File: config.mk
export PLATFORM = sky130hd
export DESIGN_NAME = isq_sequencer
export DESIGN_NICKNAME = d
export VERILOG_FILES = /design/src/isq_pkg.sv /design/src/isq_sequencer.sv
export SDC_FILE = /design/constraint.sdc
export NUM_CORES = 2
export LEC_CHECK = 0
export ABC_CLOCK_PERIOD_IN_PS = 10800
export BUFFER_PORTS_ARGS = -buffer_cell sky130_fd_sc_hd__buf_2
export CORE_MARGIN = 2
export CORE_UTILIZATION = 52
export DETAILED_ROUTE_END_ITERATION = 16
export PLACE_DENSITY_LB_ADDON = 0.05
export SLEW_MARGIN = 20
export SYNTH_ARGS = -nofsm -noshare
export SYNTH_HDL_FRONTEND = slang
export SYNTH_SLANG_ARGS = --single-unit
File: constraint.sdc
create_clock -name core_clk -period 10.8 [get_ports core_clk]
set_input_delay 0 -clock core_clk [delete_from_list [all_inputs] [get_ports core_clk]]
set_output_delay 0 -clock core_clk [all_outputs]
set_load 0.05 [all_outputs]
File: src/isq_pkg.sv
// Shared constants and carrier types for the interleaved SAR sequencer.
// Assumes one rising-edge core clock and a synchronous active-low reset.
package isq_pkg;

	// ==========================================================
	// Geometry
	localparam int SECTIONS = 16;
	localparam int PH_W = 4;
	localparam int RAW_W = 11;
	localparam int CODE_W = 10;
	localparam int LATENCY = 12;

	// ==========================================================
	// Per-section schedule steps, zero based.
	localparam logic [PH_W-1:0] STEP_ZERO = 4'h0;
	localparam logic [PH_W-1:0] STEP_AZ = 4'h1;
	localparam logic [PH_W-1:0] STEP_AC = 4'h2;
	localparam logic [PH_W-1:0] STEP_SAMPLE = 4'h3;
	localparam logic [PH_W-1:0] STEP_SAR_FIRST = 4'h4;
	localparam logic [PH_W-1:0] STEP_SAR_LAST = 4'he;
	localparam logic [PH_W-1:0] STEP_XFER = 4'hf;
	localparam logic [PH_W-1:0] PH_ONE = 4'h1;
	localparam logic [RAW_W-1:0] SAR_START = 11'h400;

	// ==========================================================
	// Calibration loops; trim unit is a fraction of an output LSB.
	localparam int TRIM_W = 8;
	localparam int ACC_W = 4;
	localparam logic signed [ACC_W-1:0] ACC_ZERO = 4'sh0;
	localparam logic signed [ACC_W-1:0] ACC_ONE = 4'sh1;
	localparam logic signed [ACC_W-1:0] ACC_LIMIT = 4'sh4;
	localparam logic signed [ACC_W-1:0] ACC_NEG_LIMIT = 4'shc;
	localparam logic signed [TRIM_W-1:0] TRIM_ZERO = 8'sh00;
	localparam logic signed [TRIM_W-1:0] TRIM_ONE = 8'sh01;
	localparam logic signed [TRIM_W-1:0] TRIM_MAX = 8'sh7f;
	localparam logic signed [TRIM_W-1:0] TRIM_MIN = 8'sh80;
	localparam int CAL_CYCLES_MIN = 10000;
	localparam int CAL_CNT_W = 14;
	localparam int PRIME_CYCLES = 16;

	// ==========================================================
	// Carriers
	typedef struct packed {
		logic ovr;
		logic [CODE_W-1:0] code;
	} isq_word_type;

	typedef struct packed {
		logic signed [ACC_W-1:0] acc;
		logic signed [TRIM_W-1:0] trim;
	} isq_cal_type;

endpackage

File: src/isq_sequencer.sv
// Digital sequencer of a sixteen-way interleaved SAR converter plus its output FIFO.
// Assumes the analog sections return one comparator decision each per clock and
// follow the switch and trial-code outputs within the same cycle.
`timescale 1ns/1ps

// ==============================================================
// Output FIFO with a registered read stage
module isq_fifo #(
	parameter int WIDTH = 11,
	parameter int DEPTH = 16
) (
	// Clock and reset
	input wire logic clk,
	input wire logic rst_n,
	// Fill side
	input wire logic in_valid,
	input wire logic [WIDTH-1:0] in_data,
	output logic in_ready,
	// Drain side
	output logic out_valid,
	output logic [WIDTH-1:0] out_data,
	input wire logic out_ready
);
	localparam int AW = $clog2(DEPTH);
	localparam logic [AW:0] CNT_FULL = (AW+1)'(DEPTH);
	localparam logic [AW:0] CNT_ONE = (AW+1)'(1);
	localparam logic [AW-1:0] PTR_ONE = AW'(1);

	logic [WIDTH-1:0] mem [DEPTH];
	logic [AW-1:0] wr_ptr_r;
	logic [AW-1:0] rd_ptr_r;
	logic [AW:0] count_r;
	logic push;
	logic pop;

	// Full is honest: count reaches depth and the fill side sees ready drop.
	assign in_ready = (count_r != CNT_FULL);
	assign push = in_valid && in_ready;
	assign pop = (count_r != '0) && (!out_valid || out_ready);

	// Storage array write.
	always_ff @(posedge clk) begin
		if (push) begin
			mem[wr_ptr_r] <= in_data;
		end
	end

	// Pointers and fill count.
	always_ff @(posedge clk) begin
		if (!rst_n) begin
			wr_ptr_r <= '0;
			rd_ptr_r <= '0;
			count_r <= '0;
		end else begin
			if (push) begin
				wr_ptr_r <= wr_ptr_r + PTR_ONE;
			end
			if (pop) begin
				rd_ptr_r <= rd_ptr_r + PTR_ONE;
			end
			if (push && !pop) begin
				count_r <= count_r + CNT_ONE;
			end else if (pop && !push) begin
				count_r <= count_r - CNT_ONE;
			end
		end
	end

	// Read stage keeps the drain outputs straight from flops.
	always_ff @(posedge clk) begin
		if (!rst_n) begin
			out_valid <= 1'b0;
			out_data <= '0;
		end else if (pop) begin
			out_valid <= 1'b1;
			out_data <= mem[rd_ptr_r];
		end else if (out_ready) begin
			out_valid <= 1'b0;
		end
	end
endmodule

// ==============================================================
// Sequencer top
module isq_sequencer #(
	parameter int CAL_CYCLES = isq_pkg::CAL_CYCLES_MIN,
	parameter int FIFO_DEPTH = 16
) (
	// Clock and reset
	input wire logic core_clk,
	input wire logic rst_n,
	// Output enable pin, active low
	input wire logic output_enable_n,
	// Comparator decisions, one per section
	input wire logic [isq_pkg::SECTIONS-1:0] comp_dec,
	// Section control towards the analog array
	output logic [isq_pkg::SECTIONS-1:0] input_switch,
	output logic [isq_pkg::SECTIONS-1:0] zero_switch,
	output logic [isq_pkg::SECTIONS-1:0] autocal_switch,
	output logic [isq_pkg::SECTIONS-1:0][isq_pkg::RAW_W-1:0] dac_trial,
	output logic [isq_pkg::SECTIONS-1:0][isq_pkg::TRIM_W-1:0] offset_trim,
	output logic [isq_pkg::SECTIONS-1:0][isq_pkg::TRIM_W-1:0] gain_trim,
	// Parallel output pins with their drive enables
	output logic [isq_pkg::CODE_W-1:0] sample_code_bits,
	output logic sample_code_oe,
	output logic overrange_flag,
	output logic overrange_oe,
	output logic data_valid,
	output logic cal_done,
	// Buffered capture stream
	output isq_pkg::isq_word_type stream_word,
	output logic stream_valid,
	input wire logic stream_ready,
	output logic buf_ready
);
	localparam logic [isq_pkg::CAL_CNT_W-1:0] CAL_LAST = isq_pkg::CAL_CNT_W'(CAL_CYCLES - 1);
	localparam logic [isq_pkg::CAL_CNT_W-1:0] PRIME_LAST =
		isq_pkg::CAL_CNT_W'(isq_pkg::PRIME_CYCLES - 1);
	localparam logic [isq_pkg::CAL_CNT_W-1:0] CNT_ONE = isq_pkg::CAL_CNT_W'(1);

	// Schedule step of one section for a given phase.
	function automatic logic [isq_pkg::PH_W-1:0] isq_step(
		input logic [isq_pkg::PH_W-1:0] ph,
		input int s
	);
		return ph - isq_pkg::PH_W'(s);
	endfunction

	// One SAR decision: keep or drop the bit under trial, then try the next one.
	function automatic logic [isq_pkg::RAW_W-1:0] isq_sar_next(
		input logic [isq_pkg::RAW_W-1:0] sar,
		input logic [isq_pkg::PH_W-1:0] step,
		input logic keep
	);
		logic [isq_pkg::RAW_W-1:0] nxt;
		int b;
		nxt = sar;
		b = isq_pkg::RAW_W - 1 - int'(step - isq_pkg::STEP_SAR_FIRST);
		if (!keep) begin
			nxt[b] = 1'b0;
		end
		if (b > 0) begin
			nxt[b-1] = 1'b1;
		end
		return nxt;
	endfunction

	// Up/down integrator that moves the trim one fractional unit at a time.
	function automatic isq_pkg::isq_cal_type isq_cal_step(
		input isq_pkg::isq_cal_type cur,
		input logic up
	);
		isq_pkg::isq_cal_type nxt;
		nxt = cur;
		nxt.acc = up ? cur.acc + isq_pkg::ACC_ONE : cur.acc - isq_pkg::ACC_ONE;
		if (nxt.acc == isq_pkg::ACC_LIMIT) begin
			nxt.acc = isq_pkg::ACC_ZERO;
			if (cur.trim != isq_pkg::TRIM_MIN) begin
				nxt.trim = cur.trim - isq_pkg::TRIM_ONE;
			end
		end else if (nxt.acc == isq_pkg::ACC_NEG_LIMIT) begin
			nxt.acc = isq_pkg::ACC_ZERO;
			if (cur.trim != isq_pkg::TRIM_MAX) begin
				nxt.trim = cur.trim + isq_pkg::TRIM_ONE;
			end
		end
		return nxt;
	endfunction

	logic [isq_pkg::PH_W-1:0] ph_r;
	logic [isq_pkg::PH_W-1:0] ph_nxt;
	logic [isq_pkg::RAW_W-1:0] sar_r [isq_pkg::SECTIONS];
	isq_pkg::isq_cal_type ofs_r [isq_pkg::SECTIONS];
	isq_pkg::isq_cal_type gain_r [isq_pkg::SECTIONS];
	logic [isq_pkg::CAL_CNT_W-1:0] run_cnt_r;
	logic en_n_s1_r;
	logic en_n_s2_r;
	logic en_n_s3_r;
	logic en_n_r;
	logic [isq_pkg::PH_W-1:0] done_sel;
	isq_pkg::isq_word_type word_nxt;
	logic fifo_in_ready;

	// ==========================================================
	// Sixteen-phase generator; wrapping at sixteen restarts the rotation.
	assign ph_nxt = ph_r + isq_pkg::PH_ONE;

	always_ff @(posedge core_clk) begin
		if (!rst_n) begin
			ph_r <= '0;
		end else begin
			ph_r <= ph_nxt;
		end
	end

	// ==========================================================
	// Switch strobes are computed from the next phase so they hold during the step.
	always_ff @(posedge core_clk) begin
		if (!rst_n) begin
			input_switch <= '0;
			zero_switch <= '0;
			autocal_switch <= '0;
		end else begin
			for (int s = 0; s < isq_pkg::SECTIONS; s++) begin
				input_switch[s] <= (isq_step(ph_nxt, s) == isq_pkg::STEP_SAMPLE);
				zero_switch[s] <= (isq_step(ph_nxt, s) == isq_pkg::STEP_ZERO);
				autocal_switch[s] <= (isq_step(ph_nxt, s) == isq_pkg::STEP_AC);
			end
		end
	end

	// ==========================================================
	// Per-section work: calibration compares, sampling and the eleven SAR cycles.
	// The trims advance only on clock edges, so a stopped clock freezes them.
	always_ff @(posedge core_clk) begin
		if (!rst_n) begin
			for (int s = 0; s < isq_pkg::SECTIONS; s++) begin
				sar_r[s] <= '0;
				ofs_r[s] <= '{acc: isq_pkg::ACC_ZERO, trim: isq_pkg::TRIM_ZERO};
				gain_r[s] <= '{acc: isq_pkg::ACC_ZERO, trim: isq_pkg::TRIM_ZERO};
			end
		end else begin
			for (int s = 0; s < isq_pkg::SECTIONS; s++) begin
				case (isq_step(ph_r, s))
					isq_pkg::STEP_AZ: begin
						ofs_r[s] <= isq_cal_step(ofs_r[s], comp_dec[s]);
					end
					isq_pkg::STEP_AC: begin
						gain_r[s] <= isq_cal_step(gain_r[s], comp_dec[s]);
					end
					isq_pkg::STEP_SAMPLE: begin
						sar_r[s] <= isq_pkg::SAR_START;
					end
					isq_pkg::STEP_ZERO, isq_pkg::STEP_XFER: begin
						sar_r[s] <= sar_r[s];
					end
					default: begin
						sar_r[s] <= isq_sar_next(sar_r[s], isq_step(ph_r, s), comp_dec[s]);
					end
				endcase
			end
		end
	end

	// Trial codes and trims leave straight from the section flops.
	always_comb begin
		for (int s = 0; s < isq_pkg::SECTIONS; s++) begin
			dac_trial[s] = sar_r[s];
			offset_trim[s] = ofs_r[s].trim;
			gain_trim[s] = gain_r[s].trim;
		end
	end

	// ==========================================================
	// Output mux picks the section finishing its last bit; the word is then on the
	// pins during that section's transfer step, twelve cycles after its sample.
	assign done_sel = ph_r - isq_pkg::STEP_SAR_LAST;

	always_comb begin
		logic [isq_pkg::RAW_W-1:0] raw;
		raw = isq_sar_next(sar_r[done_sel], isq_pkg::STEP_SAR_LAST, comp_dec[done_sel]);
		word_nxt.ovr = raw[isq_pkg::RAW_W-1];
		word_nxt.code = raw[isq_pkg::RAW_W-1] ? '1 : raw[isq_pkg::CODE_W-1:0];
	end

	always_ff @(posedge core_clk) begin
		if (!rst_n) begin
			sample_code_bits <= '0;
			overrange_flag <= 1'b0;
		end else begin
			sample_code_bits <= word_nxt.code;
			overrange_flag <= word_nxt.ovr;
		end
	end

	// ==========================================================
	// Enable pin: three flops, a change is taken once the last two agree.
	always_ff @(posedge core_clk) begin
		if (!rst_n) begin
			en_n_s1_r <= 1'b1;
			en_n_s2_r <= 1'b1;
			en_n_s3_r <= 1'b1;
			en_n_r <= 1'b1;
		end else begin
			en_n_s1_r <= output_enable_n;
			en_n_s2_r <= en_n_s1_r;
			en_n_s3_r <= en_n_s2_r;
			if (en_n_s2_r == en_n_s3_r) begin
				en_n_r <= en_n_s3_r;
			end
		end
	end

	always_ff @(posedge core_clk) begin
		if (!rst_n) begin
			sample_code_oe <= 1'b0;
			overrange_oe <= 1'b0;
		end else begin
			sample_code_oe <= !en_n_r;
			overrange_oe <= !en_n_r;
		end
	end

	// ==========================================================
	// Run counter gives data valid once the pipe is primed and calibration done
	// after the minimum count; it saturates so it never wraps back.
	always_ff @(posedge core_clk) begin
		if (!rst_n) begin
			run_cnt_r <= '0;
			data_valid <= 1'b0;
			cal_done <= 1'b0;
		end else begin
			if (run_cnt_r != CAL_LAST) begin
				run_cnt_r <= run_cnt_r + CNT_ONE;
			end
			if (run_cnt_r == PRIME_LAST) begin
				data_valid <= 1'b1;
			end
			if (run_cnt_r == CAL_LAST) begin
				cal_done <= 1'b1;
			end
		end
	end

	// ==========================================================
	// Capture stream; the converter cannot stall, so a full buffer drops words
	// and the registered ready tells the capture side it fell behind.
	isq_fifo #(
		.WIDTH($bits(isq_pkg::isq_word_type)),
		.DEPTH(FIFO_DEPTH)
	) u_fifo (
		.clk(core_clk),
		.rst_n(rst_n),
		.in_valid(data_valid),
		.in_data({overrange_flag, sample_code_bits}),
		.in_ready(fifo_in_ready),
		.out_valid(stream_valid),
		.out_data(stream_word),
		.out_ready(stream_ready)
	);

	always_ff @(posedge core_clk) begin
		if (!rst_n) begin
			buf_ready <= 1'b0;
		end else begin
			buf_ready <= fifo_in_ready;
		end
	end
endmodule

# After elaboration in Yosys (flattened, before gate mapping)
# Memory sizes are Yosys's and may differ from the RTL's. A register that Yosys moved wholly into a read port is not among the register bits.
# Cells that the tools add are included.
[classes]
n_reduce_logical = 109
add_sub_neg = 212
muxes = 715
bitwise_logic = 128
n_eq_ne = 229
n_lt_le_gt_ge = 81
[op_table]
columns = ["op", "count"]
rows = [
  ["12-bit two-way mux", 160],
  ["11-bit two-way mux", 144],
  ["8-bit two-way mux", 64],
  ["8-bit inequality test (second input constant)", 64],
  ["1-bit two-way mux", 279],
  ["8-bit by 2-bit adder with 8-bit output (second input constant)", 32],
  ["4-bit by 2-bit == test with 1-bit output (second input constant)", 64],
  ["8-bit by 2-bit subtractor with 8-bit output (second input constant)", 32],
  ["4-bit == test (second input constant)", 48],
  ["11-bit AND", 16],
  ["11-bit inverter", 16],
  ["11-bit OR", 16],
  ["4-bit by 2-bit subtractor with 4-bit output (second input constant)", 36],
  ["4-bit by 2-bit adder with 4-bit output (second input constant)", 32],
  ["1-bit demux with 4-bit select", 32],
  ["4-bit by 3-bit == test with 1-bit output (second input constant)", 32],
  ["4-bit logical NOT", 32],
  ["4-bit two-way mux", 32],
  ["7-bit by 1-bit >= comparator with 1-bit output (second input constant)", 16],
  ["7-bit by 6-bit less-than comparator with 1-bit output (second input constant)", 16],
  ["6-bit by 2-bit subtractor with 7-bit output (second input constant)", 16],
  ["6-bit by 1-bit >= comparator with 1-bit output (second input constant)", 16],
  ["6-bit by 1-bit greater-than comparator with 1-bit output (second input constant)", 16],
  ["6-bit less-than comparator (second input constant)", 16],
  ["27 further kinds", 247],
]
[totals]
elab_cells = 1497
output_inout_bits = 508
inputBits = 20
memories = 4
mem_bits_rw = 736
regBits = 99
[mem_list]
columns = ["memory", "words", "width", "read_ports", "rd_clocked_by_memory_dff", "write_ports", "line_no", "source"]
rows = [
  ["gain_r", 16, 12, 16, 0, 16, "isq_sequencer.sv:174", "isq_pkg::isq_cal_type gain_r [isq_pkg::SECTIONS];"],
  ["ofs_r", 16, 12, 16, 0, 16, "isq_sequencer.sv:173", "isq_pkg::isq_cal_type ofs_r [isq_pkg::SECTIONS];"],
  ["sar_r", 16, 11, 17, 0, 16, "isq_sequencer.sv:172", "logic [isq_pkg::RAW_W-1:0] sar_r [isq_pkg::SECTIONS];"],
  ["u_fifo.mem", 16, 11, 1, 1, 1, "isq_sequencer.sv:29", "logic [WIDTH-1:0] mem [DEPTH];"],
]

# Depth between registers and ports, before layout
[depth]
depth_word = 17
ltp_mapped = 21
ltp_nobuf = 13

# Cells and area by module
# From an unflattened synthesis, not the netlist that was laid out.
[unflattened]
hier_cells = 5441
area_unflattened_um2 = 54529.8
[modules_own_cells]
columns = ["module", "area_per_inst_um2", "n_inst", "cells_per_inst"]
rows = [
  ["isq_sequencer", 46613.5, 1, 4990],
  ["isq_fifo", 7916.3, 1, 451],
]

# Least setup slack after synthesis
# No wires, ideal clock.
[synth_timing]
kind = "register to register"
from = "register ph_r[1] in the netlist's numbering"
to = "memory ofs_r[1][12] in the netlist's numbering (enable)"
t_required_ps = 10402
path_stages_with_launch = 16
t_arrival_ps = 4683
slack_ps = 5719
setup_ps = 398
path_cell_list = "dfxtp_1 > clkbuf_1 > clkbuf_1 > inv_1 > ha_1 > buf_2 > buf_2 > buf_1 > buf_2 > buf_1 > xnor2_1 > ha_1 > clkbuf_1 > clkbuf_1 > nand2_1 > o41ai_1"
[synth_rtl]
columns = ["item", "line_no", "source"]
rows = [
  ["from (decl)", "isq_sequencer.sv:170", "logic [isq_pkg::PH_W-1:0] ph_r;"],
  ["from (signal assigned)", "isq_sequencer.sv:192", "ph_r <= ph_nxt;"],
  ["to (decl)", "isq_sequencer.sv:173", ""],
]

==> impl_metrics.json <==
{
  "wirelength_mm": 168,
  "core_area_mm2": 0.100,
  "async_flop_share": 0,
  "grt_pass1_vias": 38767,
  "fin_crit_sh": 0.517,
  "yosysTopAreaCellShare": 0.421,
  "grt_overflow": 0,
  "synth_warnings": 0,
  "finalCriticalPeriod_ps": 5590,
  "yosys-top-cells-area": "edfxtp_1 42%, ha_1 6.2%, mux4_2 4.5%",
  "numCtsBuffers": 96,
  "path_max_fanout": 53,
  "finalPower_mw": 11.1,
  "critPathKind": "register to register",
  "dpl.hpwl_mm": 123,
  "ir_drop_mv": 0.199,
  "status": "finished, final reports clean",
  "syn_area_mm2": 0.0525,
  "start_util": 0.525,
  "ys_types": 100,
  "crit_slowest_cell": "o21ai_0",
  "cts_buffer_depth": 3,
  "cp_num_buf_inv": 3,
  "p_leak_nw": 22.6,
  "syn_area_per_cell_um2": 10.5,
  "cts_sinks": 846,
  "yosys-top-cells-count": "736 x edfxtp_1, 583 x nor2_1, 430 x nand2_1",
  "rows": 116,
  "grt_start_max_net_pins": 56,
  "cap_violations": 0,
  "setup_violations": 0,
  "tightest_slew_ps": 1090,
  "synth_seq_cells": 846,
  "die_w_um": 322,
  "slowest_delay_ps": 1050,
  "synth-seq-area-share": 0.463,
  "drc": 0,
  "pin_count": 528,
  "first_pass_iters": 6,
  "cp_top_family": "compound AO/OA/AOI/OAI gates",
  "drive_gt1_frac": 0.180,
  "required_ps": 11150,
  "post_drt_wl_per_cell_um": 25.4,
  "slew_headroom": 0.268,
  "cts_tree": "done",
  "syn_nets": 5307,
  "synth_edf_count": 736,
  "ctsHtreeMaxLevel": 3,
  "first_iter_violations": 4366,
  "cts_root_buffer": "clkbuf_16",
  "area_growth_pct": 10.4,
  "die-area_mm2": 0.104,
  "grt_pass1_wl_mm": 248,
  "antenna_found_initial": 12,
  "end_kind": "register",
  "timing.fmax_mhz": 179,
  "yosysMostFrequentCell": "edfxtp_1",
  "cp.arrival_ps": 5940,
  "hold_viol": 0,
  "vias": 41067,
  "nNetsFinal": 5528,
  "grt_setup_unrepaired": "false",
  "synth_cells": 4994,
  "yosysTopAreaCell": "edfxtp_1",
  "viasPerCell": 6.22,
  "tns_ps": 0,
  "grt_usage": 0.317,
  "cts_resized": 0,
  "cp-start-kind": "register",
  "drv_slew": 0,
  "hold_class": "input pin to register",
  "crit_chain": "buf_4 -> inv_1 -> ha_4 -> buf_4 -> o21ai_0 -> a21oi_1 -> nor2_1 -> o211ai_1 -> o21ai_0",
  "yosys_most_used_dff": "edfxtp_1",
  "path_clk_slew_ps": 60,
  "numPortBuffers": 527,
  "drtAntennaViolNets": 0,
  "die_y_um": 322,
  "p_per_area_mw_per_mm2": 192,
  "fin_skew_ps": 29.8,
  "place_congestion": 0.971,
  "clk_latency_ps": 710
}
## final timing paths
path	start	end	slack, ps	depth (start not counted)
worst max-delay path	ph_r[1]	sar_r[12][0]	5210	9
worst min-delay path	output_enable_n	en_n_s1_r	40	3
worst max register to register	ph_r[1]	sar_r[12][0]	5210	9
worst min register to register	en_n_s1_r	en_n_s2_r	410	1
## state kept, by name, summed over array words and instances (netlist names), 5 cells and up
register and cells:
ofs_r 192, input_switch 16, gain_r 192, autocal_switch 16, u_fifo.count_r 5, run_cnt_r 14
u_fifo.mem 176, sample_code_bits 10, sar_r 176, u_fifo.out_data 11, zero_switch 16
## cells by family after synthesis
kind of cell / count (synthesis) / share of synthesized area
and+or+nand+nor: 1792 / 0.163
buffers and inverters: 649 / 0.0663
DFF: 846 / 0.463
adders and majority gates: 293 / 0.0745
xor gates and xnor gates: 406 / 0.0693
AOI/OAI and AO/OA: 853 / 0.109
muxes: 155 / 0.0549
## worst min-delay path: cells and delay by family
| family | cells | cell delay [ps] |
|---|---|---|
| AND/OR/NAND/NOR | 1 | 90 |
| buffers and inverters | 2 | 640 |
## through the flow
| step | setup slack (ps) | hold WS (ps) | instances | area [um2] | utilization |
|---|---|---|---|---|---|
| detailed placement | 5850 | 212 | 6404 | 54500 | 0.545 |
| CTS | 5840 | 6.66 | 6596 | 58000 | 0.579 |
| global placement | 5910 | 213 | 6404 | 54500 | 0.545 |
| finish | 5210 | 41.0 | 6599 | 58000 | 0.579 |
| floorplan | 5720 | 101 | 4994 | 52500 | - |
| global route | 5170 | 25.9 | 6596 | 58000 | 0.579 |
## power breakdown
| group | leakage (nW) | switching (mW) | total [mW] | internal, mW |
|---|---|---|---|---|
| Combinational | 12.5 | 2.30 | 3.33 | 1.03 |
| Clock | 1.63 | 1.44 | 3.47 | 2.03 |
| Sequential | 8.47 | 0.412 | 4.33 | 3.92 |
| Total | 22.6 | 4.15 | 11.1 | 6.98 |
## repair_timing
action                    in CTS  in global routing
hold buffers                  11                  0
buffers inserted               0                  0
hold endpoints to repair      74                  0
## area by class of cell
class                           instances  area [um2]
Multi-Input combinational cell       3499       24900
Clock buffer                          122        2620
Inverter                              173         659
Fill cell                            8767       42100
Timing Repair Buffer                  599        3210
Antenna cell                            3        7.51
Tap cell                             1298        1620
Sequential cell                       846       24300
Clock inverter                         59         728
## cell usage in the layout (no fill, tap or decap), types with 17 or more instances in the layout
cell,n
edfxtp_1,736
a21oi_1,201
o21ai_0,168
fa_1,33
inv_1,165
nand2_1,430
nor2_1,576
a31oi_1,40
mux2i_1,43
and3_1,108
clkbuf_1,17
o31ai_1,26
mux4_2,106
buf_2,526
xor2_1,213
nor2b_1,89
or2_2,22
xnor2_1,187
o211ai_1,38
nor4_1,43
clkbuf_16,99
a32o_1,57
or4_1,18
buf_4,61
a32oi_1,31
nand3_1,137
nand2b_1,33
dfxtp_1,105
nor3_1,121
or3_1,40
ha_1,253
nand4_1,49
o22ai_1,32
and2_1,38
a21o_1,41
nor3b_1,21
clkinv_2,25
a22oi_1,42
## routing by layer
metal,global-route usage,vias to the layer above,wire [um]
li1,-,18436,-
met1,0.424,20011,67200
met2,0.482,2141,73700
met3,0.0768,473,17000
met4,0.162,6,9710
met5,0,-,50
(Power assumes the default switching activity.)
